===== src/rtl/scr_pkg.sv =====
// Package of constants and types for the stage controller register block.
package scr_pkg;

  // ----------------------------------------------------------------------
  // Instances and bus decoding
  // ----------------------------------------------------------------------
  localparam int STAGES = 3;
  localparam logic [1:0] LAST_STAGE = 2'h2;
  localparam int STAGE_MSB = 7;
  localparam int STAGE_LSB = 6;
  localparam int IDX_MSB = 5;
  localparam int IDX_LSB = 2;
  localparam logic [2:0] SIZE_WORD = 3'h2;
  localparam logic [31:0] RD_ZERO = 32'h0000_0000;

  // ----------------------------------------------------------------------
  // Register word indexes within one stage window
  // ----------------------------------------------------------------------
  localparam logic [3:0] R_SOC = 4'h0;
  localparam logic [3:0] R_CNF = 4'h1;
  localparam logic [3:0] R_SAH = 4'h2;
  localparam logic [3:0] R_SAL = 4'h3;
  localparam logic [3:0] R_RAH = 4'h4;
  localparam logic [3:0] R_RAL = 4'h5;
  localparam logic [3:0] R_SBH = 4'h6;
  localparam logic [3:0] R_SBL = 4'h7;
  localparam logic [3:0] R_RBH = 4'h8;
  localparam logic [3:0] R_RBL = 4'h9;
  localparam logic [3:0] R_POM = 4'hA;
  localparam logic [3:0] R_STAT = 4'hB;

  // ----------------------------------------------------------------------
  // Field positions, masks and reset values
  // ----------------------------------------------------------------------
  localparam int SOC_OUT4_SOURCE_SEL = 7;
  localparam int SOC_OUT3_SOURCE_SEL = 6;
  localparam int SOC_SYNC_HI = 5;
  localparam int SOC_SYNC_LO = 4;
  localparam int SOC_OEN_D = 3;
  localparam int SOC_OEN_B = 2;
  localparam int SOC_OEN_C = 1;
  localparam int SOC_OEN_A = 0;
  localparam int CNF_HALF = 7;
  localparam int CNF_ALOCK = 6;
  localparam int CNF_LOCK = 5;
  localparam int CNF_MODE_HI = 4;
  localparam int CNF_MODE_LO = 3;
  localparam int CNF_POL = 2;
  localparam int CNF_CLK = 1;
  localparam int CNF_POME = 0;
  localparam int POM_B_LSB = 4;
  localparam logic [7:0] SOC_MASK_PLAIN = 8'h35;
  localparam logic [7:0] CNF_MASK_PLAIN = 8'hFE;
  localparam logic [7:0] BYTE_RESET = 8'h00;
  localparam logic [11:0] CMP_RESET = 12'h000;
  localparam logic [15:0] RB_RESET = 16'h0000;
  localparam logic [1:0] SYNC_LEAD_A = 2'h0;
  localparam logic [1:0] SYNC_TRAIL_A = 2'h1;
  localparam logic [1:0] SYNC_LEAD_B = 2'h2;
  localparam logic [1:0] SYNC_TRAIL_B = 2'h3;

  typedef enum logic [1:0] {
    MODE_ONE_RAMP = 2'b00,
    MODE_TWO_RAMP = 2'b01,
    MODE_FOUR_RAMP = 2'b10,
    MODE_CENTER = 2'b11
  } scr_run_mode_e;

  // Signals from one waveform generator and its input blocks.
  typedef struct packed {
    logic [11:0] counter;
    logic count_down;
    logic [1:0] ramp_idx;
    logic wave_a;
    logic wave_b;
    logic fault_a;
    logic fault_b;
    logic capture_evt;
    logic sync_err;
  } scr_stage_in_s;

  // Pins, trigger, interrupts and settings of one stage.
  typedef struct packed {
    logic [3:0] pin_val;
    logic [3:0] pin_oe;
    logic [3:0] match;
    logic adc_sync;
    logic input_event_irq;
    logic end_cycle_irq;
    logic clk_fast;
    logic half_duty;
    scr_run_mode_e mode;
  } scr_stage_out_s;

endpackage


===== src/rtl/scr_stage_ctrl_regs.sv =====
// Register layer and output control of the three stage controllers.
//
// The AHB-Lite interface to the registers and the register addresses were decided locally.
`timescale 1ns/1ps

module scr_stage_ctrl_regs (
  input wire logic hclk,
  input wire logic hresetn,
  input wire logic hsel,
  input wire logic [31:0] haddr,
  input wire logic [1:0] htrans,
  input wire logic hwrite,
  input wire logic [2:0] hsize,
  input wire logic [31:0] hwdata,
  input wire logic hready,
  output logic hreadyout,
  output logic hresp,
  output logic [31:0] hrdata,
  input wire scr_pkg::scr_stage_in_s st_in [scr_pkg::STAGES],
  output scr_pkg::scr_stage_out_s st_out [scr_pkg::STAGES]
);
  import scr_pkg::*;

  // ----------------------------------------------------------------------
  // Helpers
  // ----------------------------------------------------------------------
  // Drives a generator level onto a pin in the selected active level.
  function automatic logic lvl(input logic pol, input logic x);
    lvl = pol ? x : ~x;
  endfunction

  // Chooses the ADC trigger from the compare matches of one stage.
  function automatic logic sync_pick(input scr_run_mode_e mode,
                                     input logic [1:0] sel,
                                     input logic [3:0] m,
                                     input logic fa,
                                     input logic fb,
                                     input logic down);
    logic r;
    r = 1'b0;
    if (mode == MODE_CENTER) begin
      if (sel == SYNC_LEAD_A) begin
        r = m[1] & down;
      end else if (sel == SYNC_TRAIL_A) begin
        r = m[1] & ~down;
      end
    end else begin
      unique case (sel)
        SYNC_LEAD_A: r = m[0];
        SYNC_TRAIL_A: r = m[1] | fa;
        SYNC_LEAD_B: r = m[2];
        SYNC_TRAIL_B: r = m[3] | fb;
      endcase
    end
    sync_pick = r;
  endfunction

  // Compares one compare value with the generator counter.
  function automatic logic hit(input logic [11:0] cnt,
                               input logic [11:0] v);
    hit = (cnt == v);
  endfunction

  // Selects the read word of one stage from its register index.
  function automatic logic [31:0] rd_pick(input logic [3:0] idx,
                                          input logic last,
                                          input logic [7:0] soc,
                                          input logic [7:0] cfg,
                                          input logic [7:0] pom,
                                          input logic [2:0] stat);
    logic [31:0] r;
    r = RD_ZERO;
    unique case (idx)
      R_SOC: r = {24'h0, soc};
      R_CNF: r = {24'h0, cfg};
      R_POM: r = last ? {24'h0, pom} : RD_ZERO;
      R_STAT: r = {29'h0, stat};
      default: r = RD_ZERO;
    endcase
    rd_pick = r;
  endfunction

  // ----------------------------------------------------------------------
  // Bus slave
  // ----------------------------------------------------------------------
  logic dph_wr;
  logic dph_rd;
  logic [1:0] dph_stage;
  logic [3:0] dph_idx;
  logic [7:0] hi_latch;
  logic [31:0] rd_word [STAGES];

  wire addr_go = hsel & hready & htrans[1] & (hsize == SIZE_WORD);
  wire wr_go = dph_wr;
  wire [7:0] wbyte = hwdata[7:0];
  wire wr_hi = wr_go & ((dph_idx == R_SAH) | (dph_idx == R_RAH) |
                        (dph_idx == R_SBH) | (dph_idx == R_RBH));
  wire rd_hit = dph_rd & (dph_stage <= LAST_STAGE);

  assign hreadyout = 1'b1;
  assign hresp = 1'b0;
  assign hrdata = rd_hit ? rd_word[dph_stage] : RD_ZERO;

  always_ff @(posedge hclk or negedge hresetn) begin
    if (!hresetn) begin
      dph_wr <= 1'b0;
      dph_rd <= 1'b0;
      dph_stage <= 2'h0;
      dph_idx <= 4'h0;
    end else begin
      dph_wr <= addr_go & hwrite;
      dph_rd <= addr_go & ~hwrite;
      dph_stage <= haddr[STAGE_MSB:STAGE_LSB];
      dph_idx <= haddr[IDX_MSB:IDX_LSB];
    end
  end

  // A single high-byte latch serves every stage and every compare.
  always_ff @(posedge hclk or negedge hresetn) begin
    if (!hresetn) begin
      hi_latch <= BYTE_RESET;
    end else if (wr_hi) begin
      hi_latch <= wbyte;
    end
  end

  // ----------------------------------------------------------------------
  // Output matrix, last stage only
  // ----------------------------------------------------------------------
  logic [7:0] pom_buf;
  logic [7:0] pom_act;
  logic [STAGES-1:0] xfer;

  wire pom_wr = wr_go & (dph_stage == LAST_STAGE) & (dph_idx == R_POM);

  always_ff @(posedge hclk or negedge hresetn) begin
    if (!hresetn) begin
      pom_buf <= BYTE_RESET;
      pom_act <= BYTE_RESET;
    end else begin
      if (pom_wr) begin
        pom_buf <= wbyte;
      end
      if (xfer[LAST_STAGE]) begin
        pom_act <= pom_buf;
      end
    end
  end

  // ----------------------------------------------------------------------
  // Per-stage registers and outputs
  // ----------------------------------------------------------------------
  genvar gi;
  generate
    for (gi = 0; gi < STAGES; gi++) begin : g_stage
      localparam bit IS_LAST = (gi == int'(LAST_STAGE));
      localparam logic [7:0] SOC_MASK = IS_LAST ? 8'hFF : SOC_MASK_PLAIN;
      localparam logic [7:0] CNF_MASK = IS_LAST ? 8'hFF : CNF_MASK_PLAIN;

      logic [7:0] soc_buf;
      logic [7:0] soc_act;
      logic [7:0] cnf;
      logic [11:0] sa_buf;
      logic [11:0] ra_buf;
      logic [11:0] sb_buf;
      logic [15:0] rb_buf;
      logic [11:0] sa_act;
      logic [11:0] ra_act;
      logic [11:0] sb_act;
      logic [15:0] rb_act;
      logic rb_last;
      scr_stage_out_s next_out;

      wire sel = wr_go & (dph_stage == 2'(gi));
      wire w_soc = sel & (dph_idx == R_SOC);
      wire w_cnf = sel & (dph_idx == R_CNF);
      wire w_sa = sel & (dph_idx == R_SAL);
      wire w_ra = sel & (dph_idx == R_RAL);
      wire w_sb = sel & (dph_idx == R_SBL);
      wire w_rb = sel & (dph_idx == R_RBL);
      wire w_pom = IS_LAST & pom_wr;
      wire [15:0] wr16 = {hi_latch, wbyte};
      wire half = cnf[CNF_HALF];
      wire alock = cnf[CNF_ALOCK];
      wire lock = cnf[CNF_LOCK];
      wire pol = cnf[CNF_POL];
      wire [3:0] m = {hit(st_in[gi].counter, rb_act[11:0]),
                      hit(st_in[gi].counter, sb_act),
                      hit(st_in[gi].counter, ra_act),
                      hit(st_in[gi].counter, sa_act)};
      wire end_cycle = m[3];
      wire other_wr = w_sa | w_ra | w_sb | w_soc | w_pom;
      wire use_matrix = IS_LAST & cnf[CNF_POME];
      wire pa = use_matrix ? pom_act[st_in[gi].ramp_idx]
                           : lvl(pol, st_in[gi].wave_a);
      wire pb = use_matrix ? pom_act[POM_B_LSB + st_in[gi].ramp_idx]
                           : lvl(pol, st_in[gi].wave_b);
      wire p2 = soc_act[SOC_OUT3_SOURCE_SEL] ? pb : pa;
      wire p3 = soc_act[SOC_OUT4_SOURCE_SEL] ? pa : pb;
      wire [3:0] oe = {soc_act[SOC_OEN_D] & IS_LAST,
                       soc_act[SOC_OEN_C] & IS_LAST,
                       soc_act[SOC_OEN_B],
                       soc_act[SOC_OEN_A]};

      // Auto-lock waits for reset-B at end of cycle; manual hold waits
      // for release; with neither set the buffer flows straight through.
      assign xfer[gi] = alock ? (end_cycle & rb_last) : ~lock;

      assign next_out.pin_val = {p3 & oe[3], p2 & oe[2],
                                 pb & oe[1], pa & oe[0]};
      assign next_out.pin_oe = oe;
      assign next_out.match = m;
      assign next_out.adc_sync = sync_pick(
        scr_run_mode_e'(cnf[CNF_MODE_HI:CNF_MODE_LO]),
        soc_act[SOC_SYNC_HI:SOC_SYNC_LO], m,
        st_in[gi].fault_a, st_in[gi].fault_b, st_in[gi].count_down);
      assign next_out.input_event_irq = st_in[gi].capture_evt |
                                        st_in[gi].sync_err;
      assign next_out.end_cycle_irq = end_cycle;
      assign next_out.clk_fast = cnf[CNF_CLK];
      assign next_out.half_duty = half;
      assign next_out.mode =
        scr_run_mode_e'(cnf[CNF_MODE_HI:CNF_MODE_LO]);

      // Pin level is driven only while enabled; otherwise the port
      // logic outside owns the pin.
      wire [2:0] stat = {rb_last, alock | lock, xfer[gi]};

      assign rd_word[gi] = rd_pick(dph_idx, IS_LAST, soc_buf, cnf, pom_buf,
                                   stat);

      always_ff @(posedge hclk or negedge hresetn) begin
        if (!hresetn) begin
          soc_buf <= BYTE_RESET;
          cnf <= BYTE_RESET;
        end else begin
          if (w_soc) begin
            soc_buf <= wbyte & SOC_MASK;
          end
          if (w_cnf) begin
            cnf <= wbyte & CNF_MASK;
          end
        end
      end

      // ------------------------------------------------------------
      // Compare buffers
      // ------------------------------------------------------------
      // Buffered compare values; reset-B carries the flank fraction.
      always_ff @(posedge hclk or negedge hresetn) begin
        if (!hresetn) begin
          sa_buf <= CMP_RESET;
          ra_buf <= CMP_RESET;
          sb_buf <= CMP_RESET;
          rb_buf <= RB_RESET;
        end else begin
          if (w_sa) begin
            sa_buf <= wr16[11:0];
          end
          if (w_ra) begin
            ra_buf <= wr16[11:0];
          end
          if (w_sb) begin
            sb_buf <= wr16[11:0];
          end
          if (w_rb) begin
            rb_buf <= wr16;
          end
          if (w_rb && half) begin
            ra_buf <= wr16[11:0];
            sa_buf <= sb_buf;
          end
        end
      end

      // ------------------------------------------------------------
      // Transfer control
      // ------------------------------------------------------------
      // A new reset-B write wins over a clear in the same cycle.
      always_ff @(posedge hclk or negedge hresetn) begin
        if (!hresetn) begin
          rb_last <= 1'b0;
        end else if (w_rb) begin
          rb_last <= 1'b1;
        end else if (other_wr || (alock && xfer[gi])) begin
          rb_last <= 1'b0;
        end
      end

      // ------------------------------------------------------------
      // Active copies and registered outputs
      // ------------------------------------------------------------
      always_ff @(posedge hclk or negedge hresetn) begin
        if (!hresetn) begin
          soc_act <= BYTE_RESET;
          sa_act <= CMP_RESET;
          ra_act <= CMP_RESET;
          sb_act <= CMP_RESET;
          rb_act <= RB_RESET;
        end else if (xfer[gi]) begin
          soc_act <= soc_buf;
          sa_act <= sa_buf;
          ra_act <= ra_buf;
          sb_act <= sb_buf;
          rb_act <= rb_buf;
        end
      end

      always_ff @(posedge hclk or negedge hresetn) begin
        if (!hresetn) begin
          st_out[gi] <= '0;
        end else begin
          st_out[gi] <= next_out;
        end
      end
    end
  endgenerate

endmodule // scr_stage_ctrl_regs


===== config.mk =====
export PLATFORM = sky130hd
export DESIGN_NAME = scr_stage_ctrl_regs
export DESIGN_NICKNAME = d
export VERILOG_FILES = /design/src/rtl/scr_pkg.sv /design/src/rtl/scr_stage_ctrl_regs.sv
export SDC_FILE = /design/constraint.sdc
export NUM_CORES = 1
export LEC_CHECK = 0
export BUFFER_PORTS_ARGS = -buffer_cell sky130_fd_sc_hd__buf_2
export CELL_PAD_IN_SITES_DETAIL_PLACEMENT = 1
export CELL_PAD_IN_SITES_GLOBAL_PLACEMENT = 1
export CORE_MARGIN = 5
export CORE_UTILIZATION = 40
export CTS_CLUSTER_DIAMETER = 40
export DETAILED_ROUTE_END_ITERATION = 8
export GPL_ROUTABILITY_DRIVEN = 0
export PLACE_DENSITY_LB_ADDON = 0.12
export RECOVER_POWER = 100
export SLEW_MARGIN = 20
export SYNTH_ARGS = -nofsm -noshare
export SYNTH_HDL_FRONTEND = slang
export SYNTH_SLANG_ARGS = --single-unit

===== constraint.sdc =====
create_clock -name hclk -period 4.49 [get_ports hclk]
set_clock_uncertainty 0.05 [all_clocks]
set_input_delay 1.1225 -clock hclk [delete_from_list [all_inputs] [get_ports hclk]]
set_output_delay 1.1225 -clock hclk [all_outputs]
set_load 0.02 [all_outputs]

After elaboration in Yosys (flattened, before gate mapping)

Cells that the tools add are included.
Widths: inputs -> output; s select.

Multiplexer cells: 54
Equality and inequality tests: 38
$add $sub $neg: 1
$lt $le $gt $ge: 4
Bitwise logic cells: 85
Reduce and logical (&&, ||, !) cells: 23

Operator list:

| cell                | number |
|---|---|
| $eq 12x12->1        | 12 |
| $mux 12             | 12 |
| $mux 32             | 3 |
| $bmux 32 s2         | 1 |
| $pmux 8 s3          | 2 |
| $and 1x1->1         | 46 |
| $pmux 8 s4          | 1 |
| $mux 1              | 30 |
| $or 1x1->1          | 25 |
| $eq 2x2->1 const B  | 10 |
| $reduce_bool 2->1   | 9 |
| $eq 4x3->1 const B  | 4 |
| $eq 4x4->1 const B  | 4 |
| $not 1->1           | 13 |
| $pmux 1 s4          | 3 |
| $eq 2x1->1 const B  | 4 |
| $eq 4x2->1 const B  | 2 |
| $logic_not 2->1     | 4 |
| $logic_and 1x1->1   | 6 |
| $add 3x2->4 const A | 1 |
| $eq 4x1->1 const B  | 1 |
| $logic_not 4->1     | 1 |
| $lt 2x4->1 const B  | 1 |
| $lt 4x4->1 const B  | 1 |
| other kinds (7)     | 9 |

Word-level logic and storage cells: 275
Output and inout port bits: 91
Register bits: 422
Input port bits: 137

Depth between registers and ports, before layout

Depth after elaboration: 10
Gate-level depth with buffers: 8
Mapped depth without buffers: 5

Worst setup path before layout

Ideal clock, no wire load.

Path kind: input to output
Start point: in st_in[20] (netlist bit)
End point: out hrdata[0]
Setup slack: 0.624 ns
Stages: 8
Arrival: 2.693 ns
Cell sequence: clkbuf_1 -> xnor2_1 -> nand4_1 -> nor3_4 -> a31oi_1 -> buf_6 -> buf_6 -> o221ai_1

Cells in the longest elaborated chain, start to end: 8

Ends and longest elaborated chain:

| item                                        | line                       | source |
|---|---|---|
| from (decl)                                 | scr_stage_ctrl_regs.sv:19  | `input wire scr_pkg::scr_stage_in_s st_in [scr_pkg::STAGES],` |
| $eq 12x12->1                                | scr_stage_ctrl_regs.sv:61  | `hit = (cnt == v);` |
| net g_stage[2].end_cycle                    | scr_stage_ctrl_regs.sv:191 | `wire end_cycle = m[3];` |
| $and 1x1->1                                 | scr_stage_ctrl_regs.sv:207 | `assign xfer[gi] = alock ? (end_cycle & rb_last) : ~lock;` |
| $mux 1                                      | scr_stage_ctrl_regs.sv:207 |  |
| $pmux 8 s4                                  | scr_stage_ctrl_regs.sv:73  | `unique case (idx)` |
| $bmux 32 s2                                 | scr_stage_ctrl_regs.sv:102 | `assign hrdata = rd_hit ? rd_word[dph_stage] : RD_ZERO;` |
| $mux 32 (implied by the code) (2 in series) | scr_stage_ctrl_regs.sv:102 |  |
| $mux 32                                     | scr_stage_ctrl_regs.sv:102 |  |
| to (decl)                                   | scr_stage_ctrl_regs.sv:18  | `output logic [31:0] hrdata,` |

The timed path passes the listed nets, and every way through them passes these cells. The select of a mux whose other input is x is not followed.

Worst setup path after layout

Start point: in st_in[40] (netlist bit)
End point: out hrdata[0]

Cells in the longest elaborated chain, start to end: 8

Ends and longest elaborated chain:

| item                                        | line |
|---|---|
| $eq 12x12->1                                | scr_stage_ctrl_regs.sv:61 |
| $and 1x1->1                                 | scr_stage_ctrl_regs.sv:207 |
| $mux 1                                      | scr_stage_ctrl_regs.sv:207 |
| $pmux 8 s3                                  | scr_stage_ctrl_regs.sv:73 |
| $bmux 32 s2                                 | scr_stage_ctrl_regs.sv:102 |
| $mux 32 (implied by the code) (2 in series) | scr_stage_ctrl_regs.sv:102 |
| $mux 32                                     | scr_stage_ctrl_regs.sv:102 |

No other way between the ends. The select of a mux whose other input is x is not followed.

==> flow_summary.toml <==
[clock_network]
cts.sinks = 419
htree_levels = 3
cts_hold_buf = 0
cts.clk_slew.worst_paths_ns = 0.06
clockBufferDepth = 3
clock-root-buffer = "clkbuf_16"
cts_tree = "built"
clk-insertion-delay-late_ns = 0.59
numCtsBuffers = 74

[finish]
final_cell_mix = "419 x dfrtp_1, 159 x mux2_2, 151 x mux2_1"
drive_gt1_share_pct = 25.69
nets = 1676
instances_no_fill = 2215
post-route-util_pct = 46.38
n_antenna_cell = 0
syn2layout_area_growth_pct = 14.93
layout_commonest_cell = "dfrtp_1"

[grt]
grt_max_degree = 76
grt_pass1_wl_mm = 79.19
grt_util_all_layers_pct = 19.46
first_global_vias = 12611
antenna_found_initial = 2
grt_overflow = 0

[place]
pre_cts_ws_ns = 0.06362
io_buffers = 138
place_inst = 2078
hpwl_mm = 33.66

[worst_hold_path]
holdPathStages = 0
min_to = "st_out[11]$_DFF_PN0_"
min_from = "g_stage[2].soc_act[0]$_DFFE_PN0N_"
min-delay-path-class = "reg -> reg"

[worst_setup_path]
criticalPathCategory = "in -> out"
r2r-end = "g_stage[0].sb_act[4]$_DFFE_PN0N_"
cp-start-kind = "primary input"
worstRegToRegCells = 7
worstPathArrival_ns = 3.13
r2r_start = "g_stage[0].rb_act[8]$_DFFE_PN0N_"
cp_max_fo = 4
rrSetupSlack_ns = 0.67
cp.required_ns = 3.32
cp-end-kind = "output port"

[timing]
finalHoldViolations = 0
rsz0062_at_grt = "false"
finalCriticalPeriod_ns = 4.306
finalCritPeriodShare_pct = 95.90
worstMarginPinSlew_ns = 2.563
max_slew_margin_pct = -71.64
finalSetupViolCount = 0
maxSlewViolCount = 309
setup_tns_ns = 0
fin_ws_ns = 0.1843
max_freq_mhz = 232.3

[floorplanning]
core_area_sq_um = 47650
ios = 228
die_h_um = 229.3
die_w_um = 229.3
initial_utilization_pct = 40.36
die-area_sq_um = 52560
rows = 80

[flow_run]
maxCapViolations = 8

[power_and_ir_drop]
power_density_nw_per_um2 = 463.2
p_leak_nw = 10.19
peakVddDrop_v = 0.0002651
power_w = 0.01024

[route]
via_per_inst = 5.126
drt_iter0_drc = 585
postRouteAntennaNets = 0
drc_errors = 0
first_pass_iters = 4
avgRoutedWirePerCell_um = 22.92
finalWirelength_mm = 50.77
vias = 11355

[synthesis]
synth.distinct_cells = 67
syn_area_per_cell_sq_um = 13.72
ys_top_cells_by_area = "dfrtp_1 55%, mux2_4 11%, mux2_2 9.3%, xnor2_1 6.8%, mux2i_1 2.2%"
syn_area_sq_um = 19230
postSynthRegisterBits = 419
yosysSeqAreaShare_pct = 54.53
postSynthCellCount = 1402
yosys.area.top_type = "dfrtp_1"
synth_ff_type = "dfrtp_1"
yosysWarnings = 0
async_flop_share_pct = 100.0
synth-edff-count = 0
synth_top_area_share_pct = 54.53

[run_status]
status = "complete, but fails checks"
violations = "max-capacitance violations, max-slew violations"
## power by group
| group | internal, W | switching [W] | total (W) |
|---|---|---|---|
| combinational | 0.000202 | 0.000333 | 0.000535 |
| sequential | 0.00388 | 0.0000912 | 0.00397 |
| clock | 0.00371 | 0.00202 | 0.00573 |
## cell usage after synthesis (all sizes together) (10+ instances only)
library cell	n
dfrtp	419
mux2	323
xnor2	150
buf	83
clkbuf	54
nor2	52
mux2i	43
nand2	40
nand4	39
a21oi	37
o21ai	24
nor3	18
and2	10
## what timing repair did
action,in CTS,in global routing
endpoints found under the setup margin,1,0
gates resized for setup,2,0
setup buffers,0,0
## sequential cells by signal, indices dropped and copies added (netlist names), 8 cells and up
name	flops
st_out	46
g_stage.ra_act	36
g_stage.ra_buf	36
g_stage.rb_act	36
g_stage.rb_buf	36
g_stage.sa_act	36
g_stage.sa_buf	36
g_stage.sb_act	36
g_stage.sb_buf	36
g_stage.cnf	22
g_stage.soc_act	16
g_stage.soc_buf	16
pom_act	8
pom_buf	8
## per-layer routing
metal / track usage [%] / part of all wire [%] / up-vias
li1: - / - / 5158
met1: 26.17 / 44 / 5933
met2: 32.63 / 50 / 192
met3: 3.443 / 3.8 / 72
met4: 5.431 / 1.9 / 0
met5: 0 / 0 / -
## final cells by class
cell class,instances,area [sq um]
Timing Repair Buffer,166,789.5
Tap cell,615,769.5
Inverter,6,22.52
Multi-Input combinational cell,872,7465
Sequential cell,419,10490
Clock buffer,91,2027
Clock inverter,46,540.5
Fill cell,4903,25550
## cell families (layout without fill, tap and decap cells)
family	after synthesis	in the layout	synth area share, %
flops	419	419	54.53
mux	368	368	24.20
simple gates	203	203	5.902
xor+xnor	154	154	7.015
buf+inv	143	309	4.412
compound gates	113	113	3.904
other cells	2	34	0.03906
## worst max-delay path: stages
cell and delay (ns):
clkbuf_1 0.40, xnor2_1 0.20, nand4_1 0.15, nor4_2 0.48
buf_4 0.19, o21ai_0 0.08, o221ai_1 0.28, clkbuf_2 0.23
## stage by stage
step / hold WS, ns / area (sq um)
2_1_floorplan: 0.3165 / 19350
3_3_place_gp: 0.3401 / 20310
3_5_place_dp: 0.3412 / 20310
4_1_cts: 0.3556 / 22880
5_1_grt: 0.3643 / 22100
6_report: 0.3486 / 22100
## worst max path at each step
stage,start,to,cells after the start
6_report,st_in[40],hrdata[0],8
5_1_grt,dph_idx[1]$_DFF_PN0_,hrdata[0],7
4_1_cts,dph_idx[1]$_DFF_PN0_,hrdata[0],7
3_5_place_dp,st_in[30],hrdata[0],8
3_3_place_gp,st_in[30],hrdata[0],8
2_1_floorplan,st_in[20],hrdata[0],8
No activity file was read; power rests on OpenSTA's default activity.
